File: src/verilog/srs_pkg.sv
package srs_pkg;

   // ************************************************************
   // Object indexes and subindexes.
   // ************************************************************
   localparam logic [15:0] IDX_SCALE = 16'h604C;
   localparam logic [15:0] IDX_VQS = 16'h604A;
   localparam logic [15:0] IDX_QS = 16'h605A;
   localparam logic [15:0] IDX_SD = 16'h605B;
   localparam logic [15:0] IDX_DIS = 16'h605C;
   localparam logic [15:0] IDX_HALT = 16'h605D;
   localparam logic [7:0] SUB_COUNT = 8'h00;
   localparam logic [7:0] SUB_1 = 8'h01;
   localparam logic [7:0] SUB_2 = 8'h02;

   // ************************************************************
   // Values after reset.
   // ************************************************************
   localparam logic [7:0] COUNT_RST = 8'h02;
   localparam logic signed [31:0] NUM_RST = 32'h00000001;
   localparam logic signed [31:0] DEN_RST = 32'h00000001;
   localparam logic signed [15:0] QS_RST = 16'h0002;
   localparam logic signed [15:0] SD_RST = 16'h0001;
   localparam logic signed [15:0] DIS_RST = 16'h0001;
   localparam logic signed [15:0] HALT_RST = 16'h0001;
   localparam logic [31:0] VQS_DSPEED_RST = 32'h00001388;
   localparam logic [15:0] VQS_DTIME_RST = 16'h0001;

   // ************************************************************
   // Reaction codes and control word fields.
   // ************************************************************
   localparam logic signed [15:0] CODE_IMMED = 16'h0000;
   localparam logic signed [15:0] CODE_SLOW = 16'h0001;
   localparam logic signed [15:0] CODE_QUICK = 16'h0002;
   localparam logic signed [15:0] CODE_SLOW_HOLD = 16'h0005;
   localparam logic signed [15:0] CODE_QUICK_HOLD = 16'h0006;
   localparam int HALT_BIT = 8;

   // ************************************************************
   // Types.
   // ************************************************************
   typedef enum logic [1:0] {
      ACT_NONE = 2'h0,
      ACT_IMMED = 2'h1,
      ACT_SLOW = 2'h2,
      ACT_QUICK = 2'h3
   } srs_act_type;

   typedef enum logic [2:0] {
      ST_RUN = 3'h1,
      ST_STOP = 3'h2,
      ST_HOLD = 3'h4
   } srs_state_type;

   typedef struct packed {
      logic wr;
      logic rd;
      logic [15:0] index;
      logic [7:0] sub;
      logic [31:0] wdata;
   } srs_obj_req_type;

   typedef struct packed {
      logic ack;
      logic err;
      logic [31:0] rdata;
   } srs_obj_rsp_type;

   typedef struct packed {
      logic [31:0] dspeed;
      logic [15:0] dtime;
   } srs_ramp_type;

endpackage

File: src/verilog/srs_stop_reaction.sv
`timescale 1ns/1ps

// Contract
// - Speed in rpm is speed times num over den.
// - Signed 32-bit num, den preset one; count two.
// - Quick-stop code signed 16-bit, preset two.
// - Codes 0/1/2 stop, then switch-on disabled.
// - Codes 5/6 brake, then hold quick stop energized.
// - Shutdown code 0 immediate, 1 slow ramp; preset one.
// - Disable code 0 immediate, 1 slow ramp; preset one.
// - Halt bit 8: code 1 slow, 2 quick ramp.
// - Velocity mode quick ramp from quick-stop object.
module srs_stop_reaction (
   input wire logic clock_i,                          // Clock, 250 MHz.
   input wire logic rstn_i,                           // Async reset, low.
   input wire srs_pkg::srs_obj_req_type obj_req_i,    // Object access.
   output srs_pkg::srs_obj_rsp_type obj_rsp_o,        // Object answer.
   input wire logic quick_stop_evt_i,                 // Enter quick stop.
   input wire logic shutdown_evt_i,                   // Op enabled to RTSO.
   input wire logic disable_evt_i,                    // Op enabled to SO.
   input wire logic [15:0] control_word_i,            // Control word.
   input wire logic operation_enable_i,               // Return to op.
   input wire logic standstill_i,                     // Motor stopped.
   input wire logic velocity_mode_i,                  // Velocity mode on.
   input wire srs_pkg::srs_ramp_type slow_ramp_i,     // Mode slow ramp.
   input wire srs_pkg::srs_ramp_type mode_qs_ramp_i,  // Mode quick ramp.
   output srs_pkg::srs_act_type stop_action_o,        // Action applied.
   output srs_pkg::srs_ramp_type ramp_o,              // Ramp in use.
   output logic to_switch_on_disabled_o,              // State change.
   output logic quick_stop_hold_o,                    // Held, energized.
   output logic stop_busy_o,                          // Stop sequence on.
   input wire logic speed_valid_i,                    // Speed sample.
   input wire logic signed [31:0] speed_int_i,        // Internal speed.
   output logic signed [31:0] speed_rpm_o,            // Speed in rpm.
   output logic speed_rpm_valid_o,                    // Result pulse.
   output logic speed_busy_o,                         // Conversion on.
   output logic speed_div_zero_o                      // Denominator zero.
);

   // ************************************************************
   // Code decoding functions.
   // ************************************************************

   // Quick-stop codes map to a braking action.
   function automatic srs_pkg::srs_act_type qs_act(
      input logic signed [15:0] code
   );
      if (code == srs_pkg::CODE_IMMED) begin
         qs_act = srs_pkg::ACT_IMMED;
      end else if (code == srs_pkg::CODE_SLOW ||
                   code == srs_pkg::CODE_SLOW_HOLD) begin
         qs_act = srs_pkg::ACT_SLOW;
      end else begin
         qs_act = srs_pkg::ACT_QUICK;
      end
   endfunction

   // Shutdown and disable share one code set.
   function automatic srs_pkg::srs_act_type off_act(
      input logic signed [15:0] code
   );
      off_act = (code == srs_pkg::CODE_IMMED) ? srs_pkg::ACT_IMMED
                                              : srs_pkg::ACT_SLOW;
   endfunction

   // Valid shutdown or disable code.
   function automatic logic off_ok(input logic [15:0] code);
      off_ok = (code == srs_pkg::CODE_IMMED) ||
               (code == srs_pkg::CODE_SLOW);
   endfunction

   // ************************************************************
   // Stored objects.
   // ************************************************************
   logic signed [31:0] num_q;
   logic signed [31:0] den_q;
   logic signed [15:0] qs_code_q;
   logic signed [15:0] sd_code_q;
   logic signed [15:0] dis_code_q;
   logic signed [15:0] halt_code_q;
   srs_pkg::srs_ramp_type vqs_ramp_q;
   srs_pkg::srs_obj_rsp_type rsp_d;

   // Address decode.
   wire hit_scale = (obj_req_i.index == srs_pkg::IDX_SCALE);
   wire hit_vqs = (obj_req_i.index == srs_pkg::IDX_VQS);
   wire sub0 = (obj_req_i.sub == srs_pkg::SUB_COUNT);
   wire sub1 = (obj_req_i.sub == srs_pkg::SUB_1);
   wire sub2 = (obj_req_i.sub == srs_pkg::SUB_2);
   wire rec_hit = (hit_scale || hit_vqs) && (sub0 || sub1 || sub2);
   wire var_hit = sub0 &&
      (obj_req_i.index == srs_pkg::IDX_QS ||
       obj_req_i.index == srs_pkg::IDX_SD ||
       obj_req_i.index == srs_pkg::IDX_DIS ||
       obj_req_i.index == srs_pkg::IDX_HALT);
   wire mapped = rec_hit || var_hit;
   wire [15:0] wcode = obj_req_i.wdata[15:0];
   wire wr_on = obj_req_i.wr && !obj_req_i.rd;

   // Code validity.
   wire qs_ok = (wcode == srs_pkg::CODE_IMMED) ||
                (wcode == srs_pkg::CODE_SLOW) ||
                (wcode == srs_pkg::CODE_QUICK) ||
                (wcode == srs_pkg::CODE_SLOW_HOLD) ||
                (wcode == srs_pkg::CODE_QUICK_HOLD);
   wire halt_ok = (wcode == srs_pkg::CODE_SLOW) ||
                  (wcode == srs_pkg::CODE_QUICK);

   // Write strobes.
   wire wr_num = wr_on && hit_scale && sub1;
   wire wr_den = wr_on && hit_scale && sub2;
   wire wr_vds = wr_on && hit_vqs && sub1;
   wire wr_vdt = wr_on && hit_vqs && sub2;
   wire wr_qs_any = wr_on && sub0 && obj_req_i.index == srs_pkg::IDX_QS;
   wire wr_sd_any = wr_on && sub0 && obj_req_i.index == srs_pkg::IDX_SD;
   wire wr_dis_any = wr_on && sub0 &&
                     obj_req_i.index == srs_pkg::IDX_DIS;
   wire wr_halt_any = wr_on && sub0 &&
                      obj_req_i.index == srs_pkg::IDX_HALT;
   wire wr_qs = wr_qs_any && qs_ok;
   wire wr_sd = wr_sd_any && off_ok(wcode);
   wire wr_dis = wr_dis_any && off_ok(wcode);
   wire wr_halt = wr_halt_any && halt_ok;
   wire bad_code = (wr_qs_any || wr_sd_any || wr_dis_any || wr_halt_any) &&
                   !(wr_qs || wr_sd || wr_dis || wr_halt);
   wire wr_ro = wr_on && rec_hit && sub0;

   // Read data, zero extended.
   wire [31:0] rd_var =
      (obj_req_i.index == srs_pkg::IDX_QS) ? {16'h0000, qs_code_q} :
      (obj_req_i.index == srs_pkg::IDX_SD) ? {16'h0000, sd_code_q} :
      (obj_req_i.index == srs_pkg::IDX_DIS) ? {16'h0000, dis_code_q} :
      {16'h0000, halt_code_q};
   wire [31:0] rd_scale = sub0 ? {24'h000000, srs_pkg::COUNT_RST} :
                          sub1 ? num_q : den_q;
   wire [31:0] rd_vqs = sub0 ? {24'h000000, srs_pkg::COUNT_RST} :
                        sub1 ? vqs_ramp_q.dspeed :
                        {16'h0000, vqs_ramp_q.dtime};
   wire [31:0] rd_data = !mapped ? 32'h00000000 :
                         var_hit ? rd_var :
                         hit_scale ? rd_scale : rd_vqs;

   // Answer one cycle after any access.
   always_comb begin
      rsp_d.ack = obj_req_i.wr || obj_req_i.rd;
      rsp_d.err = (obj_req_i.wr || obj_req_i.rd) &&
                  (!mapped || (wr_on && (bad_code || wr_ro)) ||
                   (obj_req_i.wr && obj_req_i.rd));
      rsp_d.rdata = obj_req_i.rd ? rd_data : 32'h00000000;
   end

   // ************************************************************
   // Object storage.
   // ************************************************************
   always_ff @(posedge clock_i or negedge rstn_i) begin
      if (!rstn_i) begin
         num_q <= srs_pkg::NUM_RST;
         den_q <= srs_pkg::DEN_RST;
         qs_code_q <= srs_pkg::QS_RST;
         sd_code_q <= srs_pkg::SD_RST;
         dis_code_q <= srs_pkg::DIS_RST;
         halt_code_q <= srs_pkg::HALT_RST;
         vqs_ramp_q <= {srs_pkg::VQS_DSPEED_RST, srs_pkg::VQS_DTIME_RST};
         obj_rsp_o <= '0;
      end else begin
         if (wr_num) num_q <= obj_req_i.wdata;
         if (wr_den) den_q <= obj_req_i.wdata;
         if (wr_qs) qs_code_q <= wcode;
         if (wr_sd) sd_code_q <= wcode;
         if (wr_dis) dis_code_q <= wcode;
         if (wr_halt) halt_code_q <= wcode;
         if (wr_vds) vqs_ramp_q.dspeed <= obj_req_i.wdata;
         if (wr_vdt) vqs_ramp_q.dtime <= wcode;
         obj_rsp_o <= rsp_d;
      end
   end

   // ************************************************************
   // Stop reaction sequencer.
   // ************************************************************
   srs_pkg::srs_state_type state_q;
   srs_pkg::srs_state_type state_d;
   srs_pkg::srs_act_type act_q;
   srs_pkg::srs_act_type act_d;
   srs_pkg::srs_ramp_type ramp_d;
   logic hold_q;
   logic hold_d;
   logic sod_d;

   wire halt_req = control_word_i[srs_pkg::HALT_BIT];
   wire qs_hold_code = (qs_code_q == srs_pkg::CODE_SLOW_HOLD) ||
                       (qs_code_q == srs_pkg::CODE_QUICK_HOLD);
   wire stop_done = (act_q == srs_pkg::ACT_IMMED) || standstill_i;

   // Priority: quick stop, disable, shutdown, halt.
   always_comb begin
      state_d = state_q;
      act_d = act_q;
      hold_d = hold_q;
      sod_d = 1'b0;
      case (state_q)
         srs_pkg::ST_RUN: begin
            if (quick_stop_evt_i) begin
               act_d = qs_act(qs_code_q);
               hold_d = qs_hold_code;
               state_d = srs_pkg::ST_STOP;
            end else if (disable_evt_i) begin
               act_d = off_act(dis_code_q);
               hold_d = 1'b0;
               state_d = srs_pkg::ST_STOP;
            end else if (shutdown_evt_i) begin
               act_d = off_act(sd_code_q);
               hold_d = 1'b0;
               state_d = srs_pkg::ST_STOP;
            end else if (halt_req) begin
               act_d = (halt_code_q == srs_pkg::CODE_QUICK) ?
                       srs_pkg::ACT_QUICK : srs_pkg::ACT_SLOW;
            end else begin
               act_d = srs_pkg::ACT_NONE;
            end
         end
         srs_pkg::ST_STOP: begin
            if (stop_done && hold_q) begin
               act_d = srs_pkg::ACT_NONE;
               state_d = srs_pkg::ST_HOLD;
            end else if (stop_done) begin
               act_d = srs_pkg::ACT_NONE;
               sod_d = 1'b1;
               state_d = srs_pkg::ST_RUN;
            end
         end
         srs_pkg::ST_HOLD: begin
            act_d = srs_pkg::ACT_NONE;
            if (operation_enable_i) begin
               hold_d = 1'b0;
               state_d = srs_pkg::ST_RUN;
            end
         end
         default: begin
            act_d = srs_pkg::ACT_NONE;
            hold_d = 1'b0;
            state_d = srs_pkg::ST_RUN;
         end
      endcase
   end

   // Ramp select per action.
   always_comb begin
      case (act_d)
         srs_pkg::ACT_QUICK:
            ramp_d = velocity_mode_i ? vqs_ramp_q
                                     : mode_qs_ramp_i;
         srs_pkg::ACT_SLOW: ramp_d = slow_ramp_i;
         default: ramp_d = '0;
      endcase
   end

   // Sequencer registers.
   always_ff @(posedge clock_i or negedge rstn_i) begin
      if (!rstn_i) begin
         state_q <= srs_pkg::ST_RUN;
         act_q <= srs_pkg::ACT_NONE;
         hold_q <= 1'b0;
         stop_action_o <= srs_pkg::ACT_NONE;
         ramp_o <= '0;
         to_switch_on_disabled_o <= 1'b0;
         quick_stop_hold_o <= 1'b0;
         stop_busy_o <= 1'b0;
      end else begin
         state_q <= state_d;
         act_q <= act_d;
         hold_q <= hold_d;
         stop_action_o <= act_d;
         ramp_o <= ramp_d;
         to_switch_on_disabled_o <= sod_d;
         quick_stop_hold_o <= (state_d == srs_pkg::ST_HOLD);
         stop_busy_o <= (state_d == srs_pkg::ST_STOP);
      end
   end

   // ************************************************************
   // Speed conversion to revolutions per minute.
   // ************************************************************
   logic conv_q;
   logic div_done;
   logic div_dz;
   logic signed [63:0] div_quo;

   wire conv_start = speed_valid_i && !conv_q;
   wire signed [63:0] speed_prod = 64'(speed_int_i) * 64'(num_q);
   wire quo_hi = (div_quo > 64'sh000000007FFFFFFF);
   wire quo_lo = (div_quo < -64'sh0000000080000000);
   wire signed [31:0] quo_sat = quo_hi ? 32'sh7FFFFFFF :
                                quo_lo ? 32'sh80000000 :
                                div_quo[31:0];

   // Product over denominator.
   srs_div #(
      .NW(64),
      .DW(32)
   ) u_div (
      .clock_i(clock_i),
      .rstn_i(rstn_i),
      .start_i(conv_start),
      .num_i(speed_prod),
      .den_i(den_q),
      .done_o(div_done),
      .dz_o(div_dz),
      .quo_o(div_quo)
   );

   // Saturated result capture.
   always_ff @(posedge clock_i or negedge rstn_i) begin
      if (!rstn_i) begin
         conv_q <= 1'b0;
         speed_rpm_o <= 32'sh00000000;
         speed_rpm_valid_o <= 1'b0;
         speed_busy_o <= 1'b0;
         speed_div_zero_o <= 1'b0;
      end else begin
         speed_rpm_valid_o <= div_done;
         if (conv_start) begin
            conv_q <= 1'b1;
            speed_busy_o <= 1'b1;
         end else if (div_done) begin
            conv_q <= 1'b0;
            speed_busy_o <= 1'b0;
         end
         if (div_done) begin
            speed_rpm_o <= quo_sat;
            speed_div_zero_o <= div_dz;
         end
      end
   end

endmodule

File: src/verilog/srs_div.sv
`timescale 1ns/1ps

// Signed iterative divider, one quotient bit per clock.
module srs_div #(
   parameter int NW = 64,
   parameter int DW = 32
) (
   input wire logic clock_i,                 // Clock.
   input wire logic rstn_i,                  // Async reset, low.
   input wire logic start_i,                 // Start pulse.
   input wire logic signed [NW-1:0] num_i,   // Dividend.
   input wire logic signed [DW-1:0] den_i,   // Divisor.
   output logic done_o,                      // Result pulse.
   output logic dz_o,                        // Divisor was zero.
   output logic signed [NW-1:0] quo_o        // Quotient.
);

   logic [DW:0] rem_q;
   logic [NW-1:0] quo_q;
   logic [DW-1:0] den_q;
   logic neg_q;
   logic run_q;
   logic [7:0] cnt_q;
   logic [DW:0] rem_sh;
   logic [DW:0] diff;
   logic [NW-1:0] num_mag;
   logic [DW-1:0] den_mag;
   logic last;

   // ************************************************************
   // Magnitudes and one restoring step.
   // ************************************************************
   assign num_mag = num_i[NW-1] ? NW'(-num_i) : NW'(num_i);
   assign den_mag = den_i[DW-1] ? DW'(-den_i) : DW'(den_i);
   assign rem_sh = {rem_q[DW-1:0], quo_q[NW-1]};
   assign diff = rem_sh - {1'b0, den_q};
   assign last = (cnt_q == 8'(NW - 1));

   // Sequencer; a zero divisor finishes at once with a zero result.
   always_ff @(posedge clock_i or negedge rstn_i) begin
      if (!rstn_i) begin
         rem_q <= '0;
         quo_q <= '0;
         den_q <= '0;
         neg_q <= 1'b0;
         run_q <= 1'b0;
         cnt_q <= 8'h00;
         done_o <= 1'b0;
         dz_o <= 1'b0;
         quo_o <= '0;
      end else begin
         done_o <= 1'b0;
         if (start_i && !run_q) begin
            rem_q <= '0;
            quo_q <= num_mag;
            den_q <= den_mag;
            neg_q <= num_i[NW-1] ^ den_i[DW-1];
            cnt_q <= 8'h00;
            run_q <= (den_i != '0);
            done_o <= (den_i == '0);
            dz_o <= (den_i == '0);
            if (den_i == '0) begin
               quo_o <= '0;
            end
         end else if (run_q) begin
            rem_q <= diff[DW] ? rem_sh : diff;
            quo_q <= {quo_q[NW-2:0], ~diff[DW]};
            cnt_q <= cnt_q + 8'h01;
            if (last) begin
               run_q <= 1'b0;
               done_o <= 1'b1;
               quo_o <= neg_q ? NW'(-{quo_q[NW-2:0], ~diff[DW]})
                              : NW'({quo_q[NW-2:0], ~diff[DW]});
            end
         end
      end
   end

endmodule

File: config.mk
export PLATFORM = sky130hd
export DESIGN_NAME = srs_stop_reaction
export DESIGN_NICKNAME = d
export VERILOG_FILES = /design/src/verilog/srs_pkg.sv /design/src/verilog/srs_stop_reaction.sv /design/src/verilog/srs_div.sv
export SDC_FILE = /design/constraint.sdc
export NUM_CORES = 2
export LEC_CHECK = 0
export BUFFER_PORTS_ARGS = -buffer_cell sky130_fd_sc_hd__buf_2
export CORE_MARGIN = 4
export CORE_UTILIZATION = 64
export DETAILED_ROUTE_END_ITERATION = 8
export GPL_ROUTABILITY_DRIVEN = 0
export PLACE_DENSITY = 0.84
export SYNTH_ARGS = -nofsm -noshare
export SYNTH_HDL_FRONTEND = slang
export SYNTH_SLANG_ARGS = --single-unit
File: constraint.sdc
create_clock -name clock_i -period 13.7 [get_ports clock_i]
set_input_delay 0.685 -clock clock_i [delete_from_list [all_inputs] [get_ports clock_i]]
set_output_delay 0.685 -clock clock_i [all_outputs]
set_load 0.02 [all_outputs]
==> flow_summary.ini <==
[outcome]
outcome = complete, no violations

[clocking]
tritoncts_clock_tree = done
clock_sink_count = 506
post_cts.repair.setup_buffers = 0
post_cts_hold_buffer_count = 0
max_root_sink_buffers = 3
cts-htree-levels = 2
cts-buffers-inserted = 48
clk_pin_slew_worst_paths_ps = 70
clock_tree.root_cell = sky130_fd_sc_hd__clkbuf_16
cts_repair_resize_count = 0
clk-insertion-delay-late_ps = 610

[yosys]
synthesis.nets = 8342
synthMuxAreaShare_pct = 3.24
dominant_combinational_cell_family_by_area_after_synthesis = adder cells
syn_inst = 6828
synthesis.area_per_instance_um2 = 9.26
yosysSeqAreaShare_pct = 20.1
synth-adder-area-share_pct = 38.7
yosysUniqueCellTypes = 84
synth_compound_area_share_pct = 9.29
yosysWarningCount = 0
synth_top_area_share_pct = 34.3
syn_area_mm2 = 0.0632
async_set_or_reset_register_ratio_after_synthesis_pct = 100
synth_seq_cells = 506
synthDominantAreaCellType = sky130_fd_sc_hd__fa_1
synth_ff_type = sky130_fd_sc_hd__dfrtp_1
ranking_of_synthesized_cells_by_area = sky130_fd_sc_hd__fa_1 34%, sky130_fd_sc_hd__dfrtp_1 20%, sky130_fd_sc_hd__inv_1 5.9%
post_synth_xor_area_fraction_pct = 3.03
synthesized_area_fraction_occupied_by_and_or_nand_nor_cells_pct = 17.5
synth-edff-count = 0

[drt]
drt-vias-per-instance = 6.17
drc = 0
number_of_drc_violations_after_detailed_routing_iteration_0 = 4790
dr.pass1.iters = 6
antenna_violating_nets_post_route = 0
vias = 50639
wire_per_inst_um = 21.2
drt-total-wl_um = 174000

[cells_and_area]
multi_input_logic_area_mm2 = 0.0454
post_route_cell_area_mm2 = 0.0672
fill_count = 7268
seqCellArea_mm2 = 0.0127
layout_common_cells = 1,083 x sky130_fd_sc_hd__fa_1, 991 x sky130_fd_sc_hd__inv_1, 949 x sky130_fd_sc_hd__nand2_1, 570 x sky130_fd_sc_hd__and2_1, 480 x sky130_fd_sc_hd__dfrtp_1
drive_above_1_share_pct = 9.45
layout-area-overhead-vs-synth_pct = 6.35
final_common_cell = sky130_fd_sc_hd__fa_1
nNetsFinal = 8385

[setup_path]
r2r_start = num_q[2]
path_common_cell = sky130_fd_sc_hd__fa_1
cp-start-kind = flop
highest_net_fanout_along_the_worst_path = 34
setup.worst_path.class = reg -> reg
worstSetupPathDepth = 27
worst-r2r-cell-count = 27
r2r_end = u_div.quo_q[62]
cpPeakStageDelay_ps = 970
critical_path_required_ps = 14230
regToRegSetupSlack_ps = 2580
worst_setup_path_end_kind = flop
worst_path_dominant_cell_family = adder cells
setup.worst_path.end = u_div.quo_q[62]
worstSetupStartpoint = num_q[2]
critPathBufInv = 6
cp_data_arrival_time_ps = 11650
critical-path-slowest-cell = sky130_fd_sc_hd__fa_1

[floorplan]
number_of_placement_rows = 115
vert_die_dim_um = 322
chipWidth_um = 322
top_level_ports = 333
initial_core_util_pct = 64.4
core_area_mm2 = 0.0981
design.die.area_mm2 = 0.104

[timing]
rsz_0062_raised_after_global_routing = no
achievable-frequency_mhz = 89.9
finalCritPeriodShare_pct = 81.2
tightestPinTransition_ps = 1290
slew-limit-headroom_pct = 13.2
final.setup.tns_ps = 0
clock_skew_ps = 33.1
setup_ws_ps = 2580
setup_viol = 0
drv_slew = 0
hold_violations = 0
final.min_clock_period_ps = 11120

[global_route]
grt_max_degree = 118
grt_pass1_vias = 54395
track_usage_pct = 34.4
antenna_violations_before_repair = 9
grt_pass1_wl_um = 284000
global_route.overflow_total = 0

[worst_hold_path]
type_of_the_tightest_min_delay_check = in -> async

[power_and_ir_drop]
cellLeakagePower_uw = 0.0330
irDropWorstVdd_mv = 0.121
cellPowerDensity_mw_per_mm2 = 64.7

[place]
placedInstanceArea_mm2 = 0.0656
dp_slack_ps = 2380
port_buffers = 317
post-dp-hpwl_um = 132000

[flow_run]
maxCapViolations = 0
-- Yosys cell counts, drive strengths merged (17+ instances only) --
cell type     n
dfrtp       493
a31oi        42
or4          22
nor3         50
clkbuf      370
nand2       951
nor4         54
or3          36
nand4        49
o21ai       315
ha          220
nor2b        17
o211ai       27
nand3        93
xnor2        76
a211oi       65
a21o         33
o22ai        26
mux2i        71
xor2        143
nand2b       30
o21a         21
buf          23
fa         1083
o31ai        42
and2        571
mux2        119
inv         992
a21oi       227
nor2        332
and3         25
-- routing by layer --
layer,track usage (%),wire [um],vias up
met4,20.9,12000,4
met3,6.38,15300,743
met2,57.6,84300,2659
met5,0,24,-
li1,-,-,21719
met1,41.8,62700,25514
-- flip-flops by register name, indices dropped and copies added (netlist names), 32 cells and up --
signal and count:
u_div.quo_q 64, speed_rpm_o 32, u_div.den_q 32, ramp_o 48
vqs_ramp_q 48, u_div.quo_o 64, obj_rsp_o 34, den_q 32
u_div.rem_q 32, num_q 32
-- where the power goes --
part / switching (uW) / internal (uW)
Sequential: 93.9 / 1600
Clock: 598 / 825
Combinational: 767 / 471
Total: 1460 / 2890
-- area by class of cell --
cell class | instances | area share, %
Clock inverter | 21 | 0.460
Sequential cell | 506 | 18.9
Multi-Input combinational cell | 4937 | 67.5
Clock buffer | 69 | 2.01
Antenna cell | 4 | 0.0149
Inverter | 992 | 5.54
Timing Repair Buffer | 386 | 3.15
Tap cell | 1287 | 2.40
-- kinds of logic (layout without fill, tap and decap cells) --
group           after synthesis  after routing
buf+inv                    1385           1468
xor+xnor                    219            219
compound gates              940            940
other cells                   0              4
flops                       506            506
simple gates               2285           2285
fa+ha+maj                  1303           1303
mux                         190            190
-- metrics by stage --
step                      util, %  hold slack, ps  cells  total power, uW
after floorplan                 -             352   6828             2580
after global placement       66.8             466   8108             2870
after detailed placement     66.8             470   8108             2920
after CTS                    68.5             184   8198             4340
after global routing         68.5             212   8201             4580
final                        68.5             134   8202             4350
-- worst min-delay path by stage --
stage | startpoint | end
2_1_floorplan | u_div.done_o | speed_rpm_valid_o
3_3_place_gp | u_div.quo_o[8] | u_div.quo_o[8]
3_5_place_dp | u_div.den_q[5] | u_div.den_q[5]
4_1_cts | rstn_i | ramp_o[34]
5_1_grt | rstn_i | ramp_o[37]
6_report | rstn_i | ramp_o[6]
Note: power is estimated with default switching activity, not from simulation.
